<file path="src/hdl/rlt_pkg.sv">
// package for the reader link turnaround timers: register map, reset values,
// field positions, timing constants and the analog control carrier.
// assumes a single 250 MHz clock domain and the device register port.
package rlt_pkg;

   // ***********************************************************************
   // register offsets
   // ***********************************************************************
   localparam logic [7:0] ADDR_TX_DELAY_TIME      = 8'h06;
   localparam logic [7:0] ADDR_NO_REPLY_TIMEOUT   = 8'h07;
   localparam logic [7:0] ADDR_RX_BLANKING_TIME   = 8'h08;
   localparam logic [7:0] ADDR_RX_FILTER_SETUP    = 8'h09;
   localparam logic [7:0] ADDR_RX_GAIN_MIXER      = 8'h0a;
   localparam logic [7:0] ADDR_IRQ_STATUS         = 8'h0c;

   // ***********************************************************************
   // reset values
   // ***********************************************************************
   localparam logic [7:0] RST_TX_DELAY_TIME       = 8'h00;
   localparam logic [7:0] RST_NO_REPLY_TIMEOUT    = 8'h07;
   localparam logic [7:0] RST_RX_BLANKING_TIME    = 8'h07;
   localparam logic [7:0] RST_RX_FILTER_SETUP     = 8'h41;
   localparam logic [7:0] RST_RX_GAIN_MIXER       = 8'h01;
   localparam logic [7:0] RST_IRQ_STATUS          = 8'h00;

   // ***********************************************************************
   // field positions
   // ***********************************************************************
   localparam int FILT_RO_MSB         = 7;   // upper nibble is read only
   localparam int FILT_RO_LSB         = 4;
   localparam int FILT_COUPLING_BIT   = 3;
   localparam int FILT_LOWSIDE_BIT    = 2;
   localparam int FILT_TUNE_MSB       = 1;
   localparam int FILT_TUNE_LSB       = 0;
   localparam int GAIN_COARSE_MSB     = 7;
   localparam int GAIN_COARSE_LSB     = 5;
   localparam int GAIN_HYST_MSB       = 4;
   localparam int GAIN_HYST_LSB       = 3;
   localparam int MIX_SINGLE_BIT      = 2;
   localparam int MIX_LOWSUP_BIT      = 1;
   localparam int MIX_ATTEN_BIT       = 0;
   localparam int IRQ_NO_REPLY_BIT    = 0;

   // ***********************************************************************
   // timing
   // ***********************************************************************
   localparam int CLK_PERIOD_NS       = 4;
   localparam int STEP_SHORT_NS       = 6400;   // 6.4 us step
   localparam int STEP_LONG_NS        = 25600;  // 25.6 us step
   localparam int STEP_SHORT_CYCLES   = STEP_SHORT_NS / CLK_PERIOD_NS;
   localparam int STEP_LONG_CYCLES    = STEP_LONG_NS / CLK_PERIOD_NS;
   localparam int PRESCALE_W          = 13;
   localparam logic [3:0] REPLY_DETECT_PERIODS = 4'h6;  // lower end of 6..10

   // ***********************************************************************
   // analog control carrier
   // ***********************************************************************
   typedef struct packed {
      logic       coupling_speedup;
      logic       low_side_filter_open;
      logic       filter_tune_hi;
      logic       filter_tune_lo;
      logic [2:0] gain_coarse_cut;
      logic [1:0] hysteresis_cut;
      logic       mixer_single_ended;
      logic       mixer_low_supply_adapt;
      logic       mixer_attenuate;
   } rlt_rx_analog_s;

endpackage

</file>
<file path="src/hdl/rlt_sync2.sv">
// two flip-flop synchroniser for one level from outside the clock domain.
// assumes the input changes slowly compared with the clock.
`timescale 1ns/10ps
module rlt_sync2 (
   input  wire logic clk_in,
   input  wire logic reset_in,
   input  wire logic ce_in,
   input  wire logic async_in,
   output logic      sync_out
);
   logic meta_reg;

   // ***********************************************************************
   // two stages, first stage read only by the second
   // ***********************************************************************
   always_ff @(posedge clk_in) begin
      if (reset_in) begin
         meta_reg <= 1'b0;
         sync_out <= 1'b0;
      end else if (ce_in) begin
         meta_reg <= async_in;
         sync_out <= meta_reg;
      end
   end
endmodule

</file>
<file path="src/hdl/rlt_step_timer.sv">
// one down-counting turnaround timer with its own step prescaler.
// assumes start and abort are single-cycle pulses from the same clock.
`timescale 1ns/10ps
module rlt_step_timer #(
   parameter int TICK_CYCLES = rlt_pkg::STEP_SHORT_CYCLES
) (
   input  wire logic       clk_in,
   input  wire logic       reset_in,
   input  wire logic       ce_in,
   input  wire logic       start_in,
   input  wire logic       abort_in,
   input  wire logic [7:0] value_in,
   output logic            busy_out,
   output logic            done_out
);
   localparam logic [rlt_pkg::PRESCALE_W-1:0] PRE_LAST = rlt_pkg::PRESCALE_W'(TICK_CYCLES - 1);

   logic [rlt_pkg::PRESCALE_W-1:0] pre_reg;
   logic [7:0]                     remain_reg;
   logic                           done_reg;
   wire                            tick_w    = (pre_reg == PRE_LAST);
   wire                            last_w    = tick_w && (remain_reg == 8'h01);
   wire                            zero_go_w = start_in && (value_in == 8'h00);

   assign busy_out = (remain_reg != 8'h00);
   assign done_out = done_reg;

   // ***********************************************************************
   // load on start, restart mid-count, step down once per tick
   // ***********************************************************************
   // the prescaler restarts with the timer so the first step is a full step
   always_ff @(posedge clk_in) begin
      if (reset_in) begin
         pre_reg    <= '0;
         remain_reg <= 8'h00;
         done_reg   <= 1'b0;
      end else if (ce_in) begin
         done_reg <= 1'b0;
         if (abort_in) begin
            remain_reg <= 8'h00;
            pre_reg    <= '0;
         end else if (start_in) begin
            remain_reg <= value_in;
            pre_reg    <= '0;
            done_reg   <= zero_go_w;
         end else if (busy_out) begin
            pre_reg <= tick_w ? '0 : pre_reg + 1'b1;
            if (tick_w) begin
               remain_reg <= remain_reg - 8'h01;
            end
            done_reg <= last_w;
         end
      end
   end
endmodule

</file>
<file path="src/hdl/rlt_turnaround.sv">
// top of the reader link turnaround timers: register file for 06..0a and the
// no-reply status, the three link timers and the receiver analog controls.
// assumes tx/rx framing events come from on-chip logic on clk_in, while the
// chip enable and the digitised receive input arrive from pins.
//
// Overview of operation
// - after reception ends, wait tx delay register times 6.4us before sending
// - tx delay of zero means no wait before sending
// - no-reply timer starts when a transmission ends
// - no-reply timeout is register value times 25.6us
// - flag no reply if timeout expires before 6-10 link periods seen
// - receive input ignored for a blanking interval after transmission ends
// - blanking interval is register value times 6.4us
// - blanking register zero enables receiver right after transmission
// - tx delay register presets to zero on reset or chip disable
// - no-reply register presets to seven on reset or chip disable
// - filter setup bit 3 doubles first-stage coupling settling speed
// - filter setup bit 2 opens filter low-frequency side for FM0
// - filter setup bits 1:0 pick the filter tuning band
// - gain bits 7:5 cut receiver gain in seven 3dB steps
// - gain bits 4:3 cut digitiser hysteresis gain in three 5dB steps
// - gain bit 2 picks single-ended or differential mixer input
// - no-reply event shows as status bit 0
// - status clears at end of the host read phase, dropping the request
`timescale 1ns/10ps
module rlt_turnaround #(
   parameter int NO_REPLY_TICK_CYCLES = rlt_pkg::STEP_LONG_CYCLES
) (
   input  wire logic                    clk_in,
   input  wire logic                    reset_in,
   input  wire logic                    ce_in,
   input  wire logic                    chip_en_in,
   input  wire logic [7:0]              reg_addr_in,
   input  wire logic [7:0]              reg_wdata_in,
   input  wire logic                    reg_write_in,
   input  wire logic                    reg_read_in,
   input  wire logic                    read_phase_end_in,
   input  wire logic                    rx_end_in,
   input  wire logic                    tx_end_in,
   input  wire logic                    rx_data_in,
   output logic [7:0]                   reg_rdata_out,
   output logic                         tx_hold_out,
   output logic                         rx_enable_out,
   output logic                         reply_seen_out,
   output logic                         no_reply_irq_out,
   output rlt_pkg::rlt_rx_analog_s      rx_analog_out
);

   // ***********************************************************************
   // pin synchronisers
   // ***********************************************************************
   logic [1:0] pin_raw_w;
   logic [1:0] pin_sync_w;

   assign pin_raw_w = {chip_en_in, rx_data_in};

   genvar gi;
   generate
      for (gi = 0; gi < 2; gi++) begin : g_sync
         rlt_sync2 u_sync (
            .clk_in   (clk_in),
            .reset_in (reset_in),
            .ce_in    (ce_in),
            .async_in (pin_raw_w[gi]),
            .sync_out (pin_sync_w[gi])
         );
      end
   endgenerate

   wire chip_en_w = pin_sync_w[1];
   wire rx_bit_w  = pin_sync_w[0];

   // chip disable acts like reset for registers and timers
   wire preset_w  = !chip_en_w;

   // ***********************************************************************
   // registers
   // ***********************************************************************
   logic [7:0] tx_delay_time_reg;
   logic [7:0] no_reply_timeout_reg;
   logic [7:0] rx_blanking_time_reg;
   logic [3:0] rx_filter_setup_reg;
   logic [7:0] rx_gain_mixer_reg;
   logic [7:0] irq_status_reg;
   logic [7:0] rdata_reg;

   // write strobes per register
   wire wr_txd_w  = reg_write_in && (reg_addr_in == rlt_pkg::ADDR_TX_DELAY_TIME);
   wire wr_nrp_w  = reg_write_in && (reg_addr_in == rlt_pkg::ADDR_NO_REPLY_TIMEOUT);
   wire wr_blk_w  = reg_write_in && (reg_addr_in == rlt_pkg::ADDR_RX_BLANKING_TIME);
   wire wr_flt_w  = reg_write_in && (reg_addr_in == rlt_pkg::ADDR_RX_FILTER_SETUP);
   wire wr_gain_w = reg_write_in && (reg_addr_in == rlt_pkg::ADDR_RX_GAIN_MIXER);

   // configuration registers, preset on reset or chip disable
   always_ff @(posedge clk_in) begin
      if (reset_in) begin
         tx_delay_time_reg    <= rlt_pkg::RST_TX_DELAY_TIME;
         no_reply_timeout_reg <= rlt_pkg::RST_NO_REPLY_TIMEOUT;
         rx_blanking_time_reg <= rlt_pkg::RST_RX_BLANKING_TIME;
         rx_filter_setup_reg  <= rlt_pkg::RST_RX_FILTER_SETUP[3:0];
         rx_gain_mixer_reg    <= rlt_pkg::RST_RX_GAIN_MIXER;
      end else if (ce_in) begin
         if (preset_w) begin
            tx_delay_time_reg    <= rlt_pkg::RST_TX_DELAY_TIME;
            no_reply_timeout_reg <= rlt_pkg::RST_NO_REPLY_TIMEOUT;
            rx_blanking_time_reg <= rlt_pkg::RST_RX_BLANKING_TIME;
            rx_filter_setup_reg  <= rlt_pkg::RST_RX_FILTER_SETUP[3:0];
            rx_gain_mixer_reg    <= rlt_pkg::RST_RX_GAIN_MIXER;
         end else begin
            if (wr_txd_w) begin
               tx_delay_time_reg <= reg_wdata_in;
            end
            if (wr_nrp_w) begin
               no_reply_timeout_reg <= reg_wdata_in;
            end
            if (wr_blk_w) begin
               rx_blanking_time_reg <= reg_wdata_in;
            end
            if (wr_flt_w) begin
               rx_filter_setup_reg <= reg_wdata_in[3:0];
            end
            if (wr_gain_w) begin
               rx_gain_mixer_reg <= reg_wdata_in;
            end
         end
      end
   end

   // ***********************************************************************
   // link timers
   // ***********************************************************************
   logic txd_busy_w;
   logic blk_busy_w;
   logic nrp_busy_w;
   logic nrp_done_w;
   logic reply_abort_w;

   // delay before the next transmission, counted from end of reception
   rlt_step_timer #(
      .TICK_CYCLES (rlt_pkg::STEP_SHORT_CYCLES)
   ) u_tx_delay (
      .clk_in   (clk_in),
      .reset_in (reset_in),
      .ce_in    (ce_in),
      .start_in (rx_end_in),
      .abort_in (preset_w),
      .value_in (tx_delay_time_reg),
      .busy_out (txd_busy_w),
      .done_out ()
   );

   // receiver blanking, counted from end of transmission
   rlt_step_timer #(
      .TICK_CYCLES (rlt_pkg::STEP_SHORT_CYCLES)
   ) u_rx_blank (
      .clk_in   (clk_in),
      .reset_in (reset_in),
      .ce_in    (ce_in),
      .start_in (tx_end_in),
      .abort_in (preset_w),
      .value_in (rx_blanking_time_reg),
      .busy_out (blk_busy_w),
      .done_out ()
   );

   // no-reply watchdog on the long step, counted from end of transmission
   rlt_step_timer #(
      .TICK_CYCLES (NO_REPLY_TICK_CYCLES)
   ) u_no_reply (
      .clk_in   (clk_in),
      .reset_in (reset_in),
      .ce_in    (ce_in),
      .start_in (tx_end_in),
      .abort_in (reply_abort_w || preset_w),
      .value_in (no_reply_timeout_reg),
      .busy_out (nrp_busy_w),
      .done_out (nrp_done_w)
   );

   // a zero value never makes the timer busy, so no wait and no blanking
   assign tx_hold_out   = txd_busy_w;
   assign rx_enable_out = !blk_busy_w && chip_en_w;

   // ***********************************************************************
   // reply detection: count link periods once blanking is over
   // ***********************************************************************
   logic       rx_prev_reg;
   logic [3:0] period_cnt_reg;
   logic       reply_seen_reg;

   wire rx_rise_w   = rx_bit_w && !rx_prev_reg && rx_enable_out;
   wire count_on_w  = nrp_busy_w && !reply_seen_reg;
   wire period_hit_w = count_on_w && rx_rise_w &&
                       (period_cnt_reg == rlt_pkg::REPLY_DETECT_PERIODS - 4'h1);

   // a detected reply stops the watchdog; a new frame end restarts it instead
   assign reply_abort_w  = period_hit_w && !tx_end_in;
   assign reply_seen_out = reply_seen_reg;

   // rising edges are counted only while the watchdog runs
   always_ff @(posedge clk_in) begin
      if (reset_in) begin
         rx_prev_reg    <= 1'b0;
         period_cnt_reg <= 4'h0;
         reply_seen_reg <= 1'b0;
      end else if (ce_in) begin
         rx_prev_reg <= rx_bit_w;
         if (tx_end_in || preset_w) begin
            period_cnt_reg <= 4'h0;
            reply_seen_reg <= 1'b0;
         end else if (period_hit_w) begin
            reply_seen_reg <= 1'b1;
         end else if (count_on_w && rx_rise_w) begin
            period_cnt_reg <= period_cnt_reg + 4'h1;
         end
      end
   end

   // ***********************************************************************
   // no-reply status and read port
   // ***********************************************************************
   wire addr_flt_w = (reg_addr_in == rlt_pkg::ADDR_RX_FILTER_SETUP);
   logic [7:0] rd_mux_w;
   logic [7:0] irq_set_w;

   assign irq_set_w = {7'h00, nrp_done_w} << rlt_pkg::IRQ_NO_REPLY_BIT;

   // read mux, unmapped offsets read zero
   always_comb begin
      case (reg_addr_in)
         rlt_pkg::ADDR_TX_DELAY_TIME:    rd_mux_w = tx_delay_time_reg;
         rlt_pkg::ADDR_NO_REPLY_TIMEOUT: rd_mux_w = no_reply_timeout_reg;
         rlt_pkg::ADDR_RX_BLANKING_TIME: rd_mux_w = rx_blanking_time_reg;
         rlt_pkg::ADDR_RX_GAIN_MIXER:    rd_mux_w = rx_gain_mixer_reg;
         rlt_pkg::ADDR_IRQ_STATUS:       rd_mux_w = irq_status_reg;
         default: begin
            rd_mux_w = addr_flt_w ?
                       {rlt_pkg::RST_RX_FILTER_SETUP[rlt_pkg::FILT_RO_MSB:rlt_pkg::FILT_RO_LSB],
                        rx_filter_setup_reg} : 8'h00;
         end
      endcase
   end

   // status: a new event in the clearing cycle survives the clear
   always_ff @(posedge clk_in) begin
      if (reset_in) begin
         irq_status_reg <= rlt_pkg::RST_IRQ_STATUS;
         rdata_reg      <= 8'h00;
      end else if (ce_in) begin
         if (preset_w) begin
            irq_status_reg <= rlt_pkg::RST_IRQ_STATUS;
         end else if (read_phase_end_in) begin
            irq_status_reg <= irq_set_w;
         end else begin
            irq_status_reg <= irq_status_reg | irq_set_w;
         end
         if (reg_read_in) begin
            rdata_reg <= rd_mux_w;
         end
      end
   end

   assign reg_rdata_out    = rdata_reg;
   assign no_reply_irq_out = irq_status_reg[rlt_pkg::IRQ_NO_REPLY_BIT];

   // ***********************************************************************
   // receiver analog controls, straight from flops
   // ***********************************************************************
   assign rx_analog_out.coupling_speedup       = rx_filter_setup_reg[rlt_pkg::FILT_COUPLING_BIT];
   assign rx_analog_out.low_side_filter_open   = rx_filter_setup_reg[rlt_pkg::FILT_LOWSIDE_BIT];
   assign rx_analog_out.filter_tune_hi         = rx_filter_setup_reg[rlt_pkg::FILT_TUNE_MSB];
   assign rx_analog_out.filter_tune_lo         = rx_filter_setup_reg[rlt_pkg::FILT_TUNE_LSB];
   assign rx_analog_out.gain_coarse_cut        =
      rx_gain_mixer_reg[rlt_pkg::GAIN_COARSE_MSB:rlt_pkg::GAIN_COARSE_LSB];
   assign rx_analog_out.hysteresis_cut         =
      rx_gain_mixer_reg[rlt_pkg::GAIN_HYST_MSB:rlt_pkg::GAIN_HYST_LSB];
   assign rx_analog_out.mixer_single_ended     = rx_gain_mixer_reg[rlt_pkg::MIX_SINGLE_BIT];
   // no interlock with the supply bit: that register lives elsewhere
   assign rx_analog_out.mixer_low_supply_adapt = rx_gain_mixer_reg[rlt_pkg::MIX_LOWSUP_BIT];
   assign rx_analog_out.mixer_attenuate        = rx_gain_mixer_reg[rlt_pkg::MIX_ATTEN_BIT];

endmodule

</file>
<file path="config.mk">
export PLATFORM = sky130hd
export DESIGN_NAME = rlt_turnaround
export DESIGN_NICKNAME = d
export VERILOG_FILES = /design/src/hdl/rlt_pkg.sv /design/src/hdl/rlt_sync2.sv /design/src/hdl/rlt_step_timer.sv /design/src/hdl/rlt_turnaround.sv
export SDC_FILE = /design/constraint.sdc
export NUM_CORES = 1
export LEC_CHECK = 0
export ABC_AREA = 1
export ABC_CLOCK_PERIOD_IN_PS = 2450
export BUFFER_PORTS_ARGS = -buffer_cell sky130_fd_sc_hd__buf_4
export CORE_ASPECT_RATIO = 1.75
export CORE_MARGIN = 2
export CORE_UTILIZATION = 59
export DETAILED_ROUTE_END_ITERATION = 6
export HOLD_SLACK_MARGIN = 0.02
export MAX_ROUTING_LAYER = met4
export PLACE_DENSITY = 0.79
export SLEW_MARGIN = 20
export SYNTH_ARGS = -nofsm -noshare
export SYNTH_HDL_FRONTEND = slang
export SYNTH_SLANG_ARGS = --single-unit
</file>
<file path="constraint.sdc">
create_clock -name clk_in -period 2.45 [get_ports clk_in]
set_input_delay 0.245 -clock clk_in [delete_from_list [all_inputs] [get_ports clk_in]]
set_output_delay 0.245 -clock clk_in [all_outputs]
set_load 0.05 [all_outputs]
</file>
[Word level (Yosys, flattened, before mapping)]
Cells that the tools add are included.
Storage, ports and cells
  output and inout port bits: 24
  input port bits: 26
  register bits after elaboration: 126
Operators by class
  reductions and logical operators: 43
  equal/unequal tests: 21
  bitwise logic cells: 1
  multiplexer cells: 46
  add/subtract/negate cells: 7
Operators by type and width (count)
  2-to-1 mux 8 bit: 22
  2-to-1 mux 13 bit: 12
  one-hot mux 8 bit (5 select lines): 1
  adder 13 x 1 -> 13 bit, second input constant: 3
  equality test 8 x 4 -> 1 bit, second input constant: 4
  equality test 13 x 11 -> 1 bit, second input constant: 2
  nonzero test 8 bit: 3
  subtractor 8 x 1 -> 8 bit, second input constant: 3
  2-to-1 mux 4 bit: 5
  AND reduction 2 bit: 10
  equality test 8 x 3 -> 1 bit, second input constant: 2
  logical AND 1 bit: 14
  equality test 13 bit, second input constant: 1
  AND reduction 3 bit: 4
  inequality test 2 bit, second input constant: 5
  equality test 8 x 1 -> 1 bit, second input constant: 1
  logical NOT 8 bit: 1
  OR 8 x 1 -> 8 bit: 1
  2-to-1 mux 7 bit: 1
  inequality test 3 x 2 -> 1 bit, second input constant: 2
  inequality test 3 bit, second input constant: 2
  nonzero test 3 bit: 2
  logical NOT 1 bit: 5
  2-to-1 mux 1 bit: 5
  other kinds (5): 7

[Logic depth before layout (Yosys ltp)]
  depth in word-level cells: 10
  gate-level depth with buffers: 14
  mapped depth without buffers: 13

[By module]
From an unflattened synthesis, not the netlist that was laid out.
Unflattened totals
  cells, all modules: 1082
  area, all modules: 7049.3 µm²
By module, submodules not included
  rlt_step_timer (u_rx_blank ...): area each 1443.9 µm², sequential area each 440.4 µm², cells an instance 232, times used 2
  rlt_turnaround: area each 2539.9 µm², sequential area each 1021.0 µm², cells an instance 368, times used 1
  rlt_step_timer (u_no_reply): area each 1458.9 µm², sequential area each 440.4 µm², cells an instance 224, times used 1
  rlt_sync2: area each 81.3 µm², sequential area each 40.0 µm², cells an instance 13, times used 2

[Least setup slack after synthesis]
Ideal clock, no wire load.
  path kind: reg-to-reg
  start: reg u_rx_blank.remain_reg[0]
  end: reg u_no_reply.remain_reg[2]
  cell stages (with the launch flop): 13
  library setup time: 113 ps
  setup slack: 242 ps
  path buffers: 1
  arrival: 2096 ps
  period minus slack after synthesis: 2208 ps
  path through: dfxtp_1 -> inv_1 -> ha_1 -> nand2_1 -> nor3_2 -> nand3_2 -> nand2_2 -> nand2_4 -> nand2_8 -> nand2_4 -> buf_6 -> nor2_1 -> nor2_1
On the way
  longest elaborated chain between the ends: 10
  elaborated cells on any way between the ends: 12
Ends and longest elaborated chain
  from (decl): line rlt_step_timer.sv:19  | logic [7:0] remain_reg;
  from (signal assigned): line rlt_step_timer.sv:43  | remain_reg <= value_in;
  from (signal assigned): line rlt_step_timer.sv:49  | remain_reg <= remain_reg - 8'h01;
  nonzero test 8 bit (*): line rlt_step_timer.sv:25  | assign busy_out = (remain_reg != 8'h00);
  logical NOT 1 bit (*): line rlt_turnaround.sv:182  | assign rx_enable_out = !blk_busy_w && chip_en_w;
  logical AND 1 bit (*): line rlt_turnaround.sv:182
  via rx_enable_out: line rlt_turnaround.sv:43  | output logic rx_enable_out,
  logical AND 1 bit (*): line rlt_turnaround.sv:191  | wire rx_rise_w = rx_bit_w && !rx_prev_reg && rx_enable_out;
  logical AND 1 bit (*) (2 in a row): line rlt_turnaround.sv:193  | wire period_hit_w = count_on_w && rx_rise_w &&
  logical AND 1 bit (*): line rlt_turnaround.sv:197  | assign reply_abort_w = period_hit_w && !tx_end_in;
  logical OR 1 bit (*): line rlt_turnaround.sv:174  | .abort_in (reply_abort_w || preset_w),
  nonzero test 3 bit (no line)
  AND reduction 3 bit (no line)
  to (signal assigned): line rlt_step_timer.sv:43
  to (signal assigned): line rlt_step_timer.sv:49
  to (decl): line rlt_step_timer.sv:19
The timed path passes the listed nets; every way through them passes the cells marked *.
A chain may end at the register's enable or synchronous reset.

[Worst setup path after layout]
  start: reg u_no_reply.remain_reg[0]
  end: reg u_no_reply.pre_reg[7] (netlist name)
On the way
  longest elaborated chain between the ends: 8
  elaborated cells on any way between the ends: 9
Ends and longest elaborated chain
  nonzero test 8 bit (*): line rlt_step_timer.sv:25
  logical AND 1 bit: line rlt_turnaround.sv:192  | wire count_on_w = nrp_busy_w && !reply_seen_reg;
  logical AND 1 bit (2 in a row): line rlt_turnaround.sv:193
  logical AND 1 bit: line rlt_turnaround.sv:197
  logical OR 1 bit: line rlt_turnaround.sv:174
  nonzero test 3 bit (no line)
  AND reduction 2 bit (no line)
  to (signal assigned): line rlt_step_timer.sv:47  | pre_reg <= tick_w ? '0 : pre_reg + 1'b1;
  to (decl): line rlt_step_timer.sv:18  | logic [rlt_pkg::PRESCALE_W-1:0] pre_reg;
Mark *: on every way between the ends. The rest lies on a longest branch, timed or not.

==> impl_metrics.json <==
{
  "status": "finished clean",
  "period_share": 0.832,
  "grt_max_degree": 37,
  "layout_commonest_cell": "nand2_1",
  "path_clk_slew_ns": 0.05,
  "holdBufCountCts": 0,
  "fp.dieArea_um2": 11600,
  "htree_levels": 4,
  "drt_iter0_markers": 501,
  "synth_cell_types": 43,
  "core-area_um2": 10600,
  "cp_max_fo": 7,
  "grt.total_usage": 0.321,
  "route.detailed.drc": 0,
  "start_kind": "register",
  "critical_path_class": "register to register",
  "wl_per_cell_um": 15.1,
  "die_h_um": 141,
  "setup_viol": 0,
  "syn_to_final_growth_pct": 16.7,
  "drive_gt1_frac": 0.115,
  "maxCapViolCount": 0,
  "finClkSkew_ns": 0.00451,
  "cts_sinks": 119,
  "wl_mm": 17.2,
  "syn-num-nets": 986,
  "power_leakage_nw": 3.12,
  "viasPerCell": 5.63,
  "clk_path_buf_depth": 2,
  "fillers": 929,
  "die_w_um": 82.4,
  "maxClockFrequency_ghz": 0.490,
  "place.port_buffers": 49,
  "rsz0062_at_grt": "false",
  "start_util": 0.600,
  "slew_viol_final": 0,
  "syn_area_um2": 6340,
  "yosysSeqAreaShare": 0.376,
  "worst_slew_pin_slew_ns": 0.480,
  "hpwl_mm": 12.3,
  "hold_path_class": "input pin to register",
  "antenna_found_initial": 0,
  "fin_crit_ns": 2.04,
  "diodes": 0,
  "hold_viol_final": 0,
  "fin_tns_setup_ns": 0,
  "root_buffer": "clkbuf_16",
  "synth.ff_latch_count": 119,
  "postSynthCellCount": 948,
  "cts_buffers": 17,
  "grt_overflow_total": 0,
  "place_congestion": 0.963,
  "crit_required_ns": 2.73,
  "maxSlewHeadroom": 0.679,
  "yosys_warnings": 0,
  "drtAntennaViolNets": 0,
  "cts_tree": "done",
  "cp.arrival_ns": 2.32,
  "grt_pass1_wl_mm": 28.1,
  "synthTopCellsByArea": "dfxtp_1, nand2_1, nand3_1",
  "synth_area_per_cell_um2": 6.69,
  "cts_setup_buffers": 0,
  "clock_latency_ns": 0.42,
  "netlist.area_leader.share": 0.376,
  "synth_top_cell_by_area": "dfxtp_1",
  "peakVddDrop_v": 0.000623,
  "io_pins": 50,
  "power_density_nw_per_um2": 728,
  "ctsResizeCount": 0,
  "grt_pass1_vias": 6104,
  "nNetsFinal": 1033,
  "dr_total_vias": 6401,
  "power.total_w": 0.00539,
  "layout_common_cells": "nand2_1, nor2_1, dfxtp_1",
  "cp-end-kind": "register",
  "rows": 50,
  "firstDrtPassIters": 5
}
==> cell type report <==
type | instances | area, µm² | share of cell area
multi-input cells | 699 | 3430 | 0.463
clock inverters | 11 | 148 | 0.0200
well taps | 130 | 163 | 0.0220
flip-flops and latches | 119 | 2380 | 0.322
inverters | 100 | 375 | 0.0507
repair buffers | 58 | 435 | 0.0588
clock buffers | 20 | 467 | 0.0631
==> worst max-delay path, cell delays in order, from the launching register on <==
cell and delay, ns:
dfxtp_1 0.36, inv_1 0.13, ha_1 0.23, nand2_2 0.11, o21bai_1 0.09, nor2_1 0.15, nand3_1 0.23, nand2_1 0.26
inv_1 0.15, nand3_1 0.11, a21oi_1 0.07
==> power breakdown <==
group | switching (W) | internal (W)
Combinational | 0.000491 | 0.000231
Sequential | 0.0000783 | 0.00201
Clock | 0.000902 | 0.00167
Total | 0.00147 | 0.00392
==> metrics by stage <==
step	hold slack [ns]	instance area [µm²]	std cells	utilization	setup slack, ns
finish	0.0529	7400	1137	0.700	0.411
floorplan	0.380	6340	948	-	0.242
global route	0.0679	7400	1137	0.700	0.257
CTS	0.0488	7400	1137	0.700	0.445
detailed placement	0.449	6790	1106	0.642	0.459
global placement	0.446	6790	1106	0.642	0.479
==> path summary, 6_finish.rpt <==
kind | from | to | slack, ns | cells after the start
hold / removal | chip_en_in | g_sync[1].u_sync.meta_reg$_SDFFE_PP0P_ | 0.05 | 3
hold reg to reg | u_rx_blank.pre_reg[4]$_SDFFE_PP0P_ | u_rx_blank.pre_reg[4]$_SDFFE_PP0P_ | 0.45 | 2
setup / recovery | u_no_reply.remain_reg[0]$_SDFFE_PP0P_ | u_no_reply.pre_reg[7]$_SDFFE_PP0P_ | 0.41 | 10
setup reg to reg | u_no_reply.remain_reg[0]$_SDFFE_PP0P_ | u_no_reply.pre_reg[7]$_SDFFE_PP0P_ | 0.41 | 10
==> cell families after synthesis <==
| group | count (synthesis) | synth area share |
|---|---|---|
| simple gates | 483 | 0.334 |
| compound gates | 186 | 0.158 |
| buf+inv | 130 | 0.0833 |
| flops | 119 | 0.376 |
| xor+xnor | 17 | 0.0235 |
| fa+ha+maj | 12 | 0.0237 |
| mux | 1 | 0.00158 |
==> metal layers <==
layer / track usage / wire, µm / vias up
li1: - / - / 3220
met1: 0.331 / 6470 / 2924
met3: 0.0717 / 824 / 61
met2: 0.547 / 9120 / 196
met5: - / 0 / -
met4: 0.175 / 731 / 0
==> synth_stat cells (all sizes together) <==
cell type	instances
o31ai	2
dfxtp	119
clkinv	4
xnor2	4
clkbuf	15
and3	1
a21boi	1
ha	12
o21bai	2
nand2	208
nor4	2
or2	2
a21oi	75
nand3	106
buf	15
mux2i	1
nor3b	1
o211ai	1
and2	1
inv	96
xor2	13
o2111ai	4
nand4	12
nand3b	4
nor3	16
a31oi	3
nor2	130
o22ai	11
o21ai	83
a211oi	4
(Power assumes the default switching activity.)
